<file path="src/design/mac_stats_params.svh">
`ifndef MAC_STATS_PARAMS_SVH
`define MAC_STATS_PARAMS_SVH

// register word indices; byte address is four times the index
`define REG_ADDR_LOW0      6'h00
`define REG_ADDR_LOW_LAST  6'h03
`define REG_CTRL           6'h04
`define REG_CNT_FIRST      6'h05
`define REG_CNT_LAST       6'h16
`define APB_ADDR_W         8

// control register fields and reset value
`define CTRL_SPEED100_BIT  0
`define CTRL_HB_EN_BIT     1
`define CTRL_RESET         2'h2

// frame length limits in bytes, and the top collision count for a multiple collision frame
`define LEN_MIN_OK         12'h040
`define LEN_MAX_OK         12'h5EE
`define LEN_MIN_MCOL       12'h03E
`define COLL_MULTI_MAX     5'h0F

// slot time for the heartbeat window
`define SLOT_BITS          512
`define CLK_PERIOD_NS      10
`define BIT_NS_100M        10
`define BIT_NS_10M         100
`define SLOT_CYCLES_100M   (`SLOT_BITS * `BIT_NS_100M / `CLK_PERIOD_NS)
`define SLOT_CYCLES_10M    (`SLOT_BITS * `BIT_NS_10M / `CLK_PERIOD_NS)

`define NUM_COUNTERS       18
`define CNT_W              24

`endif

</file>
<file path="src/design/mac_stats_pkg.sv">
package mac_stats_pkg;

  // counter slots in register order
  typedef enum logic [4:0] {
    CNT_TX_OK      = 5'h00,
    CNT_SCOL       = 5'h01,
    CNT_MCOL       = 5'h02,
    CNT_RX_OK      = 5'h03,
    CNT_FCS        = 5'h04,
    CNT_ALIGN      = 5'h05,
    CNT_DEFER      = 5'h06,
    CNT_LCOL       = 5'h07,
    CNT_COLLISION_INPUT_PIN       = 5'h08,
    CNT_TX_UNDR    = 5'h09,
    CNT_CS_ERR     = 5'h0A,
    CNT_RX_DISCARD = 5'h0B,
    CNT_RX_OVR     = 5'h0C,
    CNT_CODE       = 5'h0D,
    CNT_EXC_LEN    = 5'h0E,
    CNT_JABBER     = 5'h0F,
    CNT_UNDERSIZE  = 5'h10,
    CNT_HEARTBEAT  = 5'h11
  } cnt_idx_t;

  // outcome of one transmitted frame, valid with its done pulse
  typedef struct packed {
    logic        sent;
    logic        underrun;
    logic        deferred;
    logic        lateCollision;
    logic        excessCollision;
    logic        carrierLost;
    logic        halfDuplex;
    logic [4:0]  collisions;
    logic [11:0] lengthBytes;
  } tx_status_t;

  // outcome of one received frame, valid with its done pulse
  typedef struct packed {
    logic        addrMatch;
    logic        dribble;
    logic        crcBad;
    logic        codeError;
    logic        noBuffer;
    logic        overrun;
    logic [11:0] lengthBytes;
  } rx_status_t;

endpackage : mac_stats_pkg

</file>
<file path="src/design/mac_statistics_counters.sv">
// The APB interface to the registers and the register addresses are this design's own decisions.
`include "mac_stats_params.svh"

module mac_statistics_counters #(
  parameter int SLOT_CYCLES_10M = `SLOT_CYCLES_10M
) (
  input  wire logic                        sys_clk,
  input  wire logic                        reset,
  input  wire logic                        psel,
  input  wire logic                        penable,
  input  wire logic                        pwrite,
  input  wire logic [`APB_ADDR_W-1:0]      paddr,
  input  wire logic [31:0]                 pwdata,
  output logic      [31:0]                 prdata,
  output logic                             pready,
  output logic                             pslverr,
  input  wire logic                        txDone,
  input  wire mac_stats_pkg::tx_status_t   txStatus,
  input  wire logic                        rxDone,
  input  wire mac_stats_pkg::rx_status_t   rxStatus,
  input  wire logic                        transmitEnableOutputPin,
  input  wire logic                        collisionInputPin,
  output logic      [127:0]                unicastMatchAddressLow,
  output logic                             speed100,
  output logic                             heartbeatCheckEn
);

  localparam int NC = `NUM_COUNTERS;
  localparam int CW [NC] = '{24, 16, 16, 24, 8, 8, 16, 8, 8, 8, 8, 16, 8, 8, 8, 8, 8, 8};

  // counters share one 24-bit array; narrow ones never exceed their own maximum
  logic [`CNT_W-1:0] cnt [NC];
  logic [NC-1:0]     incEvent;

  // bus decode
  wire logic [5:0] regIdx    = paddr[7:2];
  wire logic       apbSetup  = psel && !penable;
  wire logic       apbDone   = psel && penable && pready;
  wire logic       isAddrLow = regIdx <= `REG_ADDR_LOW_LAST;
  wire logic       isCtrl    = regIdx == `REG_CTRL;
  wire logic       isCnt     = regIdx >= `REG_CNT_FIRST && regIdx <= `REG_CNT_LAST;
  wire logic       isMapped  = isAddrLow || isCtrl || isCnt;
  wire logic [4:0] cntSel    = 5'(regIdx - `REG_CNT_FIRST);
  wire logic [1:0] addrSel   = regIdx[1:0];

  // read mux; bits above a counter's width read as zero
  wire logic [31:0] rdMux = isAddrLow ? unicastMatchAddressLow[32*addrSel +: 32]
                          : isCtrl    ? {30'h0, heartbeatCheckEn, speed100}
                          : isCnt     ? {8'h00, cnt[cntSel]}
                          : 32'h0000_0000;

  // answer: pready rises in the first access cycle, read data was taken at setup
  always_ff @(posedge sys_clk or posedge reset) begin
    if (reset) begin
      pready  <= 1'b0;
      pslverr <= 1'b0;
      prdata  <= 32'h0000_0000;
    end else begin
      pready  <= apbSetup;
      pslverr <= apbSetup && !isMapped;
      if (apbSetup) begin
        prdata <= pwrite ? 32'h0000_0000 : rdMux;
      end
    end
  end

  // address low and control registers take writes at the completing edge
  always_ff @(posedge sys_clk or posedge reset) begin
    if (reset) begin
      unicastMatchAddressLow <= 128'h0;
      speed100               <= 1'b0;
      heartbeatCheckEn       <= 1'b1;
    end else if (apbDone && pwrite) begin
      if (isAddrLow) begin
        unicastMatchAddressLow[32*addrSel +: 32] <= pwdata;
      end
      if (isCtrl) begin
        speed100         <= pwdata[`CTRL_SPEED100_BIT];
        heartbeatCheckEn <= pwdata[`CTRL_HB_EN_BIT];
      end
    end
  end

  // transmit classification; an underrun frame feeds only its own counter
  wire mac_stats_pkg::tx_status_t ts = txStatus;
  wire logic txEv    = txDone && !ts.underrun;
  wire logic txLenOk = ts.lengthBytes >= `LEN_MIN_OK && ts.lengthBytes <= `LEN_MAX_OK;
  wire logic txLenMc = ts.lengthBytes >= `LEN_MIN_MCOL && ts.lengthBytes <= `LEN_MAX_OK;
  wire logic multiColl = ts.collisions >= 5'h02 && ts.collisions <= `COLL_MULTI_MAX;

  // a late collision is also in the collision count, so it can feed both counters
  assign incEvent[mac_stats_pkg::CNT_TX_OK] = txEv && ts.sent;
  assign incEvent[mac_stats_pkg::CNT_SCOL]  =
    txEv && ts.sent && ts.collisions == 5'h01 && !ts.carrierLost;
  assign incEvent[mac_stats_pkg::CNT_MCOL]  =
    txEv && ts.sent && multiColl && txLenMc && !ts.carrierLost;
  assign incEvent[mac_stats_pkg::CNT_DEFER] =
    txEv && ts.deferred && ts.collisions == 5'h00;
  assign incEvent[mac_stats_pkg::CNT_LCOL]  =
    txEv && ts.lateCollision && !ts.carrierLost;
  assign incEvent[mac_stats_pkg::CNT_COLLISION_INPUT_PIN]  =
    txEv && ts.excessCollision && txLenOk && !ts.carrierLost;
  assign incEvent[mac_stats_pkg::CNT_TX_UNDR] = txDone && ts.underrun;
  assign incEvent[mac_stats_pkg::CNT_CS_ERR]  =
    txEv && ts.carrierLost && ts.halfDuplex && !ts.excessCollision;

  // receive classification; a matched code-error frame feeds only its own counter
  wire mac_stats_pkg::rx_status_t rs = rxStatus;
  wire logic codeOnly = rs.addrMatch && rs.codeError;
  wire logic rxEv     = rxDone && !codeOnly;
  wire logic rxLenOk  = rs.lengthBytes >= `LEN_MIN_OK && rs.lengthBytes <= `LEN_MAX_OK;
  wire logic rxLong   = rs.lengthBytes > `LEN_MAX_OK;
  wire logic rxShort  = rs.lengthBytes < `LEN_MIN_OK;
  wire logic rxAnyErr = rs.crcBad || rs.codeError;

  assign incEvent[mac_stats_pkg::CNT_RX_OK] =
    rxEv && rs.addrMatch && rxLenOk && !rxAnyErr;
  assign incEvent[mac_stats_pkg::CNT_FCS]   =
    rxEv && rs.addrMatch && rxLenOk && !rs.dribble && rs.crcBad;
  assign incEvent[mac_stats_pkg::CNT_ALIGN] =
    rxEv && rs.addrMatch && rxLenOk && rs.dribble && rs.crcBad;
  assign incEvent[mac_stats_pkg::CNT_RX_DISCARD] =
    rxEv && rs.addrMatch && rs.noBuffer;
  assign incEvent[mac_stats_pkg::CNT_RX_OVR] =
    rxEv && rs.addrMatch && rs.overrun;
  assign incEvent[mac_stats_pkg::CNT_CODE]    = rxDone && codeOnly;
  assign incEvent[mac_stats_pkg::CNT_EXC_LEN] = rxEv && rxLong && !rxAnyErr;
  assign incEvent[mac_stats_pkg::CNT_JABBER]  = rxEv && rxLong && rxAnyErr;
  assign incEvent[mac_stats_pkg::CNT_UNDERSIZE] = rxEv && rxShort && !rxAnyErr;

  // collision pin comes from the PHY, so it is synchronised first
  logic collMeta;
  logic collSync;
  always_ff @(posedge sys_clk or posedge reset) begin
    if (reset) begin
      collMeta <= 1'b0;
      collSync <= 1'b0;
    end else begin
      collMeta <= collisionInputPin;
      collSync <= collMeta;
    end
  end

  // heartbeat window: one slot time after transmit enable falls
  localparam int HB_W = 16;
  wire logic [HB_W-1:0] slotCycles = speed100 ? HB_W'(`SLOT_CYCLES_100M)
                                              : HB_W'(SLOT_CYCLES_10M);
  logic            txEnPrev;
  logic            hbArmed;
  logic [HB_W-1:0] hbTimer;
  wire logic txEnFell = txEnPrev && !transmitEnableOutputPin;
  wire logic hbMiss   = hbArmed && !collSync && hbTimer == HB_W'(1);
  assign incEvent[mac_stats_pkg::CNT_HEARTBEAT] = hbMiss;

  always_ff @(posedge sys_clk or posedge reset) begin
    if (reset) begin
      txEnPrev <= 1'b0;
      hbArmed  <= 1'b0;
      hbTimer  <= '0;
    end else begin
      txEnPrev <= transmitEnableOutputPin;
      if (txEnFell && heartbeatCheckEn) begin
        hbArmed <= 1'b1;
        hbTimer <= slotCycles;
      end else if (hbArmed) begin
        // a collision pulse inside the window closes it without a count
        hbArmed <= !collSync && hbTimer != HB_W'(1);
        hbTimer <= hbTimer - HB_W'(1);
      end
    end
  end

  // counters: read clear subtracts the value returned, so an event that lands
  // between the setup and access edges is not lost; set beats clear
  genvar gi;
  generate
    for (gi = 0; gi < NC; gi++) begin : g_cnt
      localparam logic [`CNT_W-1:0] MAXV = `CNT_W'((25'h1 << CW[gi]) - 25'h1);
      wire logic rdClr = apbDone && !pwrite && isCnt && cntSel == 5'(gi);
      wire logic [`CNT_W-1:0] base = rdClr ? cnt[gi] - prdata[`CNT_W-1:0]
                                           : cnt[gi];
      wire logic [`CNT_W-1:0] next_cnt = (incEvent[gi] && base != MAXV)
                                         ? base + `CNT_W'(1) : base;
      always_ff @(posedge sys_clk or posedge reset) begin
        if (reset) begin
          cnt[gi] <= '0;
        end else begin
          cnt[gi] <= next_cnt;
        end
      end
    end
  endgenerate

  // checks
  chk_pready_access: assert property (@(posedge sys_clk) disable iff (reset)
    (psel && !penable) |=> pready ##1 !pready) else $error("pready timing wrong");

  chk_addr_low_write: assert property (@(posedge sys_clk) disable iff (reset)
    (apbDone && pwrite && regIdx == `REG_ADDR_LOW0)
      |=> unicastMatchAddressLow[31:0] == $past(pwdata)) else $error("address low not written");

  chk_read_clears: assert property (@(posedge sys_clk) disable iff (reset)
    (apbDone && !pwrite && isCnt && cntSel == 5'h00 && !incEvent[0] && $past(!incEvent[0]))
      |=> cnt[0] == 24'h00_0000) else $error("counter not cleared by read");

  chk_sat_hold: assert property (@(posedge sys_clk) disable iff (reset)
    (cnt[16] == 24'h00_00FF && !(apbDone && !pwrite && isCnt && cntSel == 5'h10))
      |=> cnt[16] == 24'h00_00FF) else $error("8-bit counter left saturation");

  chk_tx_ok_count: assert property (@(posedge sys_clk) disable iff (reset)
    (txDone && ts.sent && !ts.underrun && cnt[0] < 24'hFF_FFFF
      && !(apbDone && !pwrite && isCnt))
      |=> cnt[0] == $past(cnt[0]) + 24'h00_0001) else $error("tx ok not counted");

  chk_underrun_alone: assert property (@(posedge sys_clk) disable iff (reset)
    (txDone && ts.underrun) |-> (incEvent & 18'h007C7) == 18'h00200)
    else $error("underrun frame fed other counters");

  chk_code_alone: assert property (@(posedge sys_clk) disable iff (reset)
    (rxDone && rs.addrMatch && rs.codeError && !txDone && !hbMiss)
      |-> incEvent == (18'h1 << mac_stats_pkg::CNT_CODE))
    else $error("code error frame fed other counters");

  chk_hb_arm: assert property (@(posedge sys_clk) disable iff (reset)
    (txEnFell && heartbeatCheckEn) |=> hbArmed && hbTimer == $past(slotCycles))
    else $error("heartbeat window not opened");

  chk_hb_coll_cancel: assert property (@(posedge sys_clk) disable iff (reset)
    (hbArmed && collSync && !txEnFell) |=> !hbArmed ##1 !hbMiss)
    else $error("collision did not close window");

  chk_write_ignored: assert property (@(posedge sys_clk) disable iff (reset)
    (apbDone && pwrite && isCnt && cntSel == 5'h01 && !incEvent[1])
      |=> cnt[1] == $past(cnt[1])) else $error("write changed a counter");

  chk_scol_cause: assert property (@(posedge sys_clk) disable iff (reset)
    (txDone && ts.sent && !ts.underrun && ts.collisions == 5'h01 && !ts.carrierLost)
      |-> incEvent[mac_stats_pkg::CNT_SCOL] && !incEvent[mac_stats_pkg::CNT_MCOL])
    else $error("single collision miscounted");

  // boundary checks: a counter stays quiet outside the frames it is meant for; a late collision with one collision also feeds the single collision counter
  chk_mcol_range: assert property (@(posedge sys_clk) disable iff (reset)
    (txDone && ts.collisions > 5'h0F) |-> !incEvent[2])
    else $error("multi collision counted above fifteen");

  chk_mcol_single: assert property (@(posedge sys_clk) disable iff (reset)
    (txDone && ts.collisions == 5'h01) |-> !incEvent[2])
    else $error("multi collision counted for one collision");

  chk_rx_ok_len: assert property (@(posedge sys_clk) disable iff (reset)
    (rxDone && (rs.lengthBytes < 12'h040 || rs.lengthBytes > 12'h5EE)) |-> !incEvent[3])
    else $error("rx ok counted out of length range");

  chk_rx_ok_err: assert property (@(posedge sys_clk) disable iff (reset)
    (rxDone && (rs.crcBad || rs.codeError)) |-> !incEvent[3])
    else $error("rx ok counted an errored frame");

  chk_fcs_whole: assert property (@(posedge sys_clk) disable iff (reset)
    (rxDone && rs.dribble) |-> !incEvent[4])
    else $error("fcs error counted an odd-bit frame");

  chk_align_odd: assert property (@(posedge sys_clk) disable iff (reset)
    (rxDone && !rs.dribble) |-> !incEvent[5])
    else $error("alignment error counted a whole-byte frame");

  chk_defer_clean: assert property (@(posedge sys_clk) disable iff (reset)
    (txDone && (ts.underrun || ts.collisions != 5'h00)) |-> !incEvent[6])
    else $error("deferral counted with collision or underrun");

  chk_late_twice: assert property (@(posedge sys_clk) disable iff (reset)
    (incEvent[7] && ts.sent && ts.collisions == 5'h01) |-> incEvent[1])
    else $error("late collision not counted as collision");

  chk_excess_only: assert property (@(posedge sys_clk) disable iff (reset)
    (txDone && !ts.excessCollision) |-> !incEvent[8])
    else $error("excess collision counted without sixteen collisions");

  chk_cs_excess: assert property (@(posedge sys_clk) disable iff (reset)
    (txDone && ts.excessCollision) |-> !incEvent[10])
    else $error("carrier error counted with excess collisions");

  chk_discard_match: assert property (@(posedge sys_clk) disable iff (reset)
    (rxDone && !rs.addrMatch) |-> !incEvent[11])
    else $error("discard counted an unmatched frame");

  chk_overrun_match: assert property (@(posedge sys_clk) disable iff (reset)
    (rxDone && !rs.addrMatch) |-> !incEvent[12])
    else $error("overrun counted an unmatched frame");

  chk_long_len: assert property (@(posedge sys_clk) disable iff (reset)
    (rxDone && rs.lengthBytes <= 12'h5EE) |-> !incEvent[14] && !incEvent[15])
    else $error("long frame counter hit by normal length");

  chk_jabber_err: assert property (@(posedge sys_clk) disable iff (reset)
    (rxDone && !rs.crcBad && !rs.codeError) |-> !incEvent[15])
    else $error("jabber counted an error-free frame");

  chk_short_len: assert property (@(posedge sys_clk) disable iff (reset)
    (rxDone && rs.lengthBytes >= 12'h040) |-> !incEvent[16])
    else $error("undersize counted a full frame");

  chk_hb_disabled: assert property (@(posedge sys_clk) disable iff (reset)
    (!heartbeatCheckEn && !hbArmed) |=> !hbArmed)
    else $error("heartbeat window opened while disabled");

  chk_tx_idle: assert property (@(posedge sys_clk) disable iff (reset)
    !txDone |-> (incEvent & 18'h007C7) == 18'h00000)
    else $error("tx counter moved without a frame");

  chk_rx_idle: assert property (@(posedge sys_clk) disable iff (reset)
    !rxDone |-> (incEvent & 18'h1F838) == 18'h00000)
    else $error("rx counter moved without a frame");

  chk_cnt8_bound: assert property (@(posedge sys_clk) disable iff (reset)
    cnt[9] <= 24'h00_00FF && cnt[16] <= 24'h00_00FF)
    else $error("8-bit counter above its maximum");

  chk_cnt16_bound: assert property (@(posedge sys_clk) disable iff (reset)
    cnt[1] <= 24'h00_FFFF && cnt[2] <= 24'h00_FFFF && cnt[6] <= 24'h00_FFFF)
    else $error("16-bit counter above its maximum");

  chk_slverr_pair: assert property (@(posedge sys_clk) disable iff (reset)
    pslverr |-> pready)
    else $error("error answer without ready");

  chk_write_rdata: assert property (@(posedge sys_clk) disable iff (reset)
    (psel && !penable && pwrite) |=> prdata == 32'h0000_0000)
    else $error("write answered with nonzero data");

  chk_cnt_hold: assert property (@(posedge sys_clk) disable iff (reset)
    (!incEvent[0] && !(apbDone && !pwrite && isCnt && cntSel == 5'h00))
      |=> cnt[0] == $past(cnt[0])) else $error("counter moved without cause");

  chk_addr_low_hold: assert property (@(posedge sys_clk) disable iff (reset)
    !(apbDone && pwrite && isAddrLow) |=> $stable(unicastMatchAddressLow))
    else $error("address low changed without a write");

endmodule : mac_statistics_counters

</file>
<file path="config.mk">
export PLATFORM = sky130hd
export DESIGN_NAME = mac_statistics_counters
export DESIGN_NICKNAME = d
export VERILOG_FILES = /design/src/design/mac_stats_pkg.sv /design/src/design/mac_statistics_counters.sv
export VERILOG_INCLUDE_DIRS = /design/src /design/src/design
export SDC_FILE = /design/constraint.sdc
export NUM_CORES = 2
export LEC_CHECK = 0
export BUFFER_PORTS_ARGS = -buffer_cell sky130_fd_sc_hd__clkbuf_2
export CAP_MARGIN = 25
export CORE_ASPECT_RATIO = 0.8
export CORE_UTILIZATION = 35
export DETAILED_ROUTE_END_ITERATION = 6
export PLACE_DENSITY = 0.49
export SLEW_MARGIN = 40
export SYNTH_ARGS = -nofsm -noshare
export SYNTH_HDL_FRONTEND = slang
export SYNTH_SLANG_ARGS = --single-unit
</file>
<file path="constraint.sdc">
create_clock -name sys_clk -period 33.1 [get_ports sys_clk]
set_input_delay 4.965 -clock sys_clk [delete_from_list [all_inputs] [get_ports sys_clk]]
set_output_delay 4.965 -clock sys_clk [all_outputs]
set_load 0.02 [all_outputs]
</file>
==> qor.csv <==
metric;value;unit
die-area;181000;um^2
drc_errors;0;
port_buffers;252;
wl;252000;um
ctsResizeCount;0;
r2r_slack;26970;ps
nFillCells;18200;
tightest_slew;949;ps
cp_slowest_cell;or4_1;
stdcell_count;10100;
required;33740;ps
clock_latency;760;ps
grt_usage;27.1;%
antenna_left;0;
fin_util;39.1;%
worst_ep_arrival_time;11640;ps
r2r_end;cnt[241];
crit_path_end;cnt[241];
antenna_found_initial;17;
syn-instance-count;7545;
post-place-ws;21390;ps
io_pins;255;
die_y;381;um
synth_cell_type_count;124;
worst_hold_slack;359;ps
yosysWarnings;0;
cts_setup_buffers;0;
overflow;0;
path_class;input port to flip-flop;
grt_max_degree;86;
start_kind;input port;
critPathBufInv;6;
final_cell_mix;nand2_1, dfrtp_1, o21ai_0, nor2_1, a21oi_1;
grt_pass1_vias;55200;
power_density;42.2;nW/um^2
numCtsBuffers;76;
total_power;2.92;mW
critical-path-top-delay-family;simple AND/OR/NAND/NOR gates;
final_area;69300;um^2
fmax;91.0;MHz
synth_edf_count;0;
drv_slew;0;
drt_iter0_drc;6326;
cp_max_fo;41;
synth_seq_cells;616;
rsz0062_at_grt;no;
hold_viol;0;
status;completed;
synth-async-reset-ratio;100;%
clk_pin_slew_worst_paths;60;ps
drt_first_pass_iters;6;
finalSetupViolCount;0;
end_kind;flip-flop;
root_buffer;clkbuf_16;
num-nets-final;8204;
cts_hold_buf;0;
critical_path.cell_chain;clkbuf_2, buf_4, inv_1, ha_1, and2b_1, o21ai_2, buf_4, and4_1, buf_4, nand2_2, o21ai_0, ha_1, inv_1, or4_1, nor2_1, nand4_1, nor4_2, or2_1, mux2_2;
ys_seq_area_share;24.6;%
synth.net_count;8093;
num_vias;60100;
max_stage_delay;710;ps
crit_path_start;paddr[3];
fin_setup_tns;0;ps
grt_pass1_wl;369000;um
period_minus_slack;10990;ps
areaGrowthSynthToFinish;10.5;%
dp.final_hpwl;189000;um
syn_area;62800;um^2
fin_crit_sh;33.2;%
die_x;475;um
start_util;35.4;%
layout_setup_ws;22110;ps
max_slew_margin;36.8;%
hold_class;flip-flop to flip-flop;
cts.sinks;616;
p_leak;30.0;nW
routabilityCongestion;0.965;
std_cell_rows;138;
wire_per_inst;24.9;um
rr_worst_depth;14;
cts_tree;done;
synth_area_per_cell;8.32;um^2
final_common_cell;nand2_1;
via_per_inst;5.95;
place_area;66600;um^2
max-vdd-ir-drop;0.0415;mV
drive_gt1_share;11.0;%
cp_common_cell;buf_4;
min_path_cells;0;
regToRegStartpoint;prdata[1];
synth_flop_cell;dfrtp_1;
clock_path_buffers;3;
place_inst;9958;
cap_violations;0;
core;178000;um^2
htree_levels;3;
worst-path-stages;19;
finalClockSkew;74.7;ps
[power by group]
| group | leakage (nW) | internal (mW) | switching (mW) |
|---|---|---|---|
| sequential | 8.45 | 0.789 | 0.0675 |
| clock | 1.27 | 0.513 | 0.391 |
| combinational | 20.3 | 0.470 | 0.692 |
| total | 30.0 | 1.77 | 1.15 |
[flip-flops by register name, indices dropped and copies added, names as in the netlist]
signal / count
cnt: 432
unicastMatchAddressLow: 128
prdata: 32
hbTimer: 16
collMeta: 1
collSync: 1
hbArmed: 1
heartbeatCheckEn: 1
pready: 1
pslverr: 1
speed100: 1
txEnPrev: 1
[cell type report]
class	count	area, um^2	share of cell area, %
Multi-Input combinational cell	6399	45400	65.5
Sequential cell	616	15400	22.2
Tap cell	2380	2980	4.30
Clock buffer	114	2230	3.22
Timing Repair Buffer	353	2080	3.01
Inverter	210	797	1.15
Clock inverter	24	415	0.599
Antenna cell	4	10.0	0.0144
[cells in the mapped netlist (70+ instances only)]
cell / count / share of area, %
nand2_1: 938 / 5.6
dfrtp_1: 615 / 25
o21ai_0: 478 / 3.8
nor2_1: 470 / 2.8
a21oi_1: 462 / 3.7
ha_1: 439 / 8.8
xnor2_1: 393 / 5.5
xor2_1: 274 / 3.8
nand3_1: 249 / 2.0
inv_1: 209 / 1.2
nor3_1: 208 / 1.7
clkbuf_1: 207 / 1.2
a21o_1: 188 / 2.2
mux2i_1: 181 / 2.9
nand4_1: 137 / 1.4
mux4_2: 128 / 4.6
o21a_1: 114 / 1.4
a31oi_1: 112 / 1.1
and3_1: 111 / 1.1
a211oi_1: 84 / 1.0
and2_1: 82 / 0.82
nor4_1: 79 / 0.79
nor2b_1: 73 / 0.73
nor3b_1: 70 / 0.84
[routing by layer]
layer | share of wire [%] | routed length, um | vias up | GRT usage, %
met2 | 40 | 99900 | 2141 | 37.4
met5 | 0.016 | 40 | - | 0
li1 | - | - | 28400 | -
met3 | 8.9 | 22400 | 252 | 5.89
met1 | 49 | 123000 | 29300 | 42.0
met4 | 2.6 | 6450 | 6 | 6.27
[how the worst min path moves through the flow]
stage                    end  slack [ps]      from
floorplan           collSync         330  collMeta
global placement    collSync         340  collMeta
detailed placement  collSync         350  collMeta
CTS                 collSync         360  collMeta
global route        collSync         370  collMeta
finish              collSync         360  collMeta
[logic make-up (layout without fill, tap and decap cells)]
family	Yosys count	count (layout)	synth area share, %
and+or+nand+nor	2834	2834	22.9
AOI/OAI and AO/OA	2075	2075	21.9
xor gates and xnor gates	667	667	9.31
DFF	616	616	24.6
buffers and inverters	530	701	3.47
adders and majority gates	457	457	9.33
muxes	366	366	8.52
other	0	4	0
(Power assumes the default switching activity.)
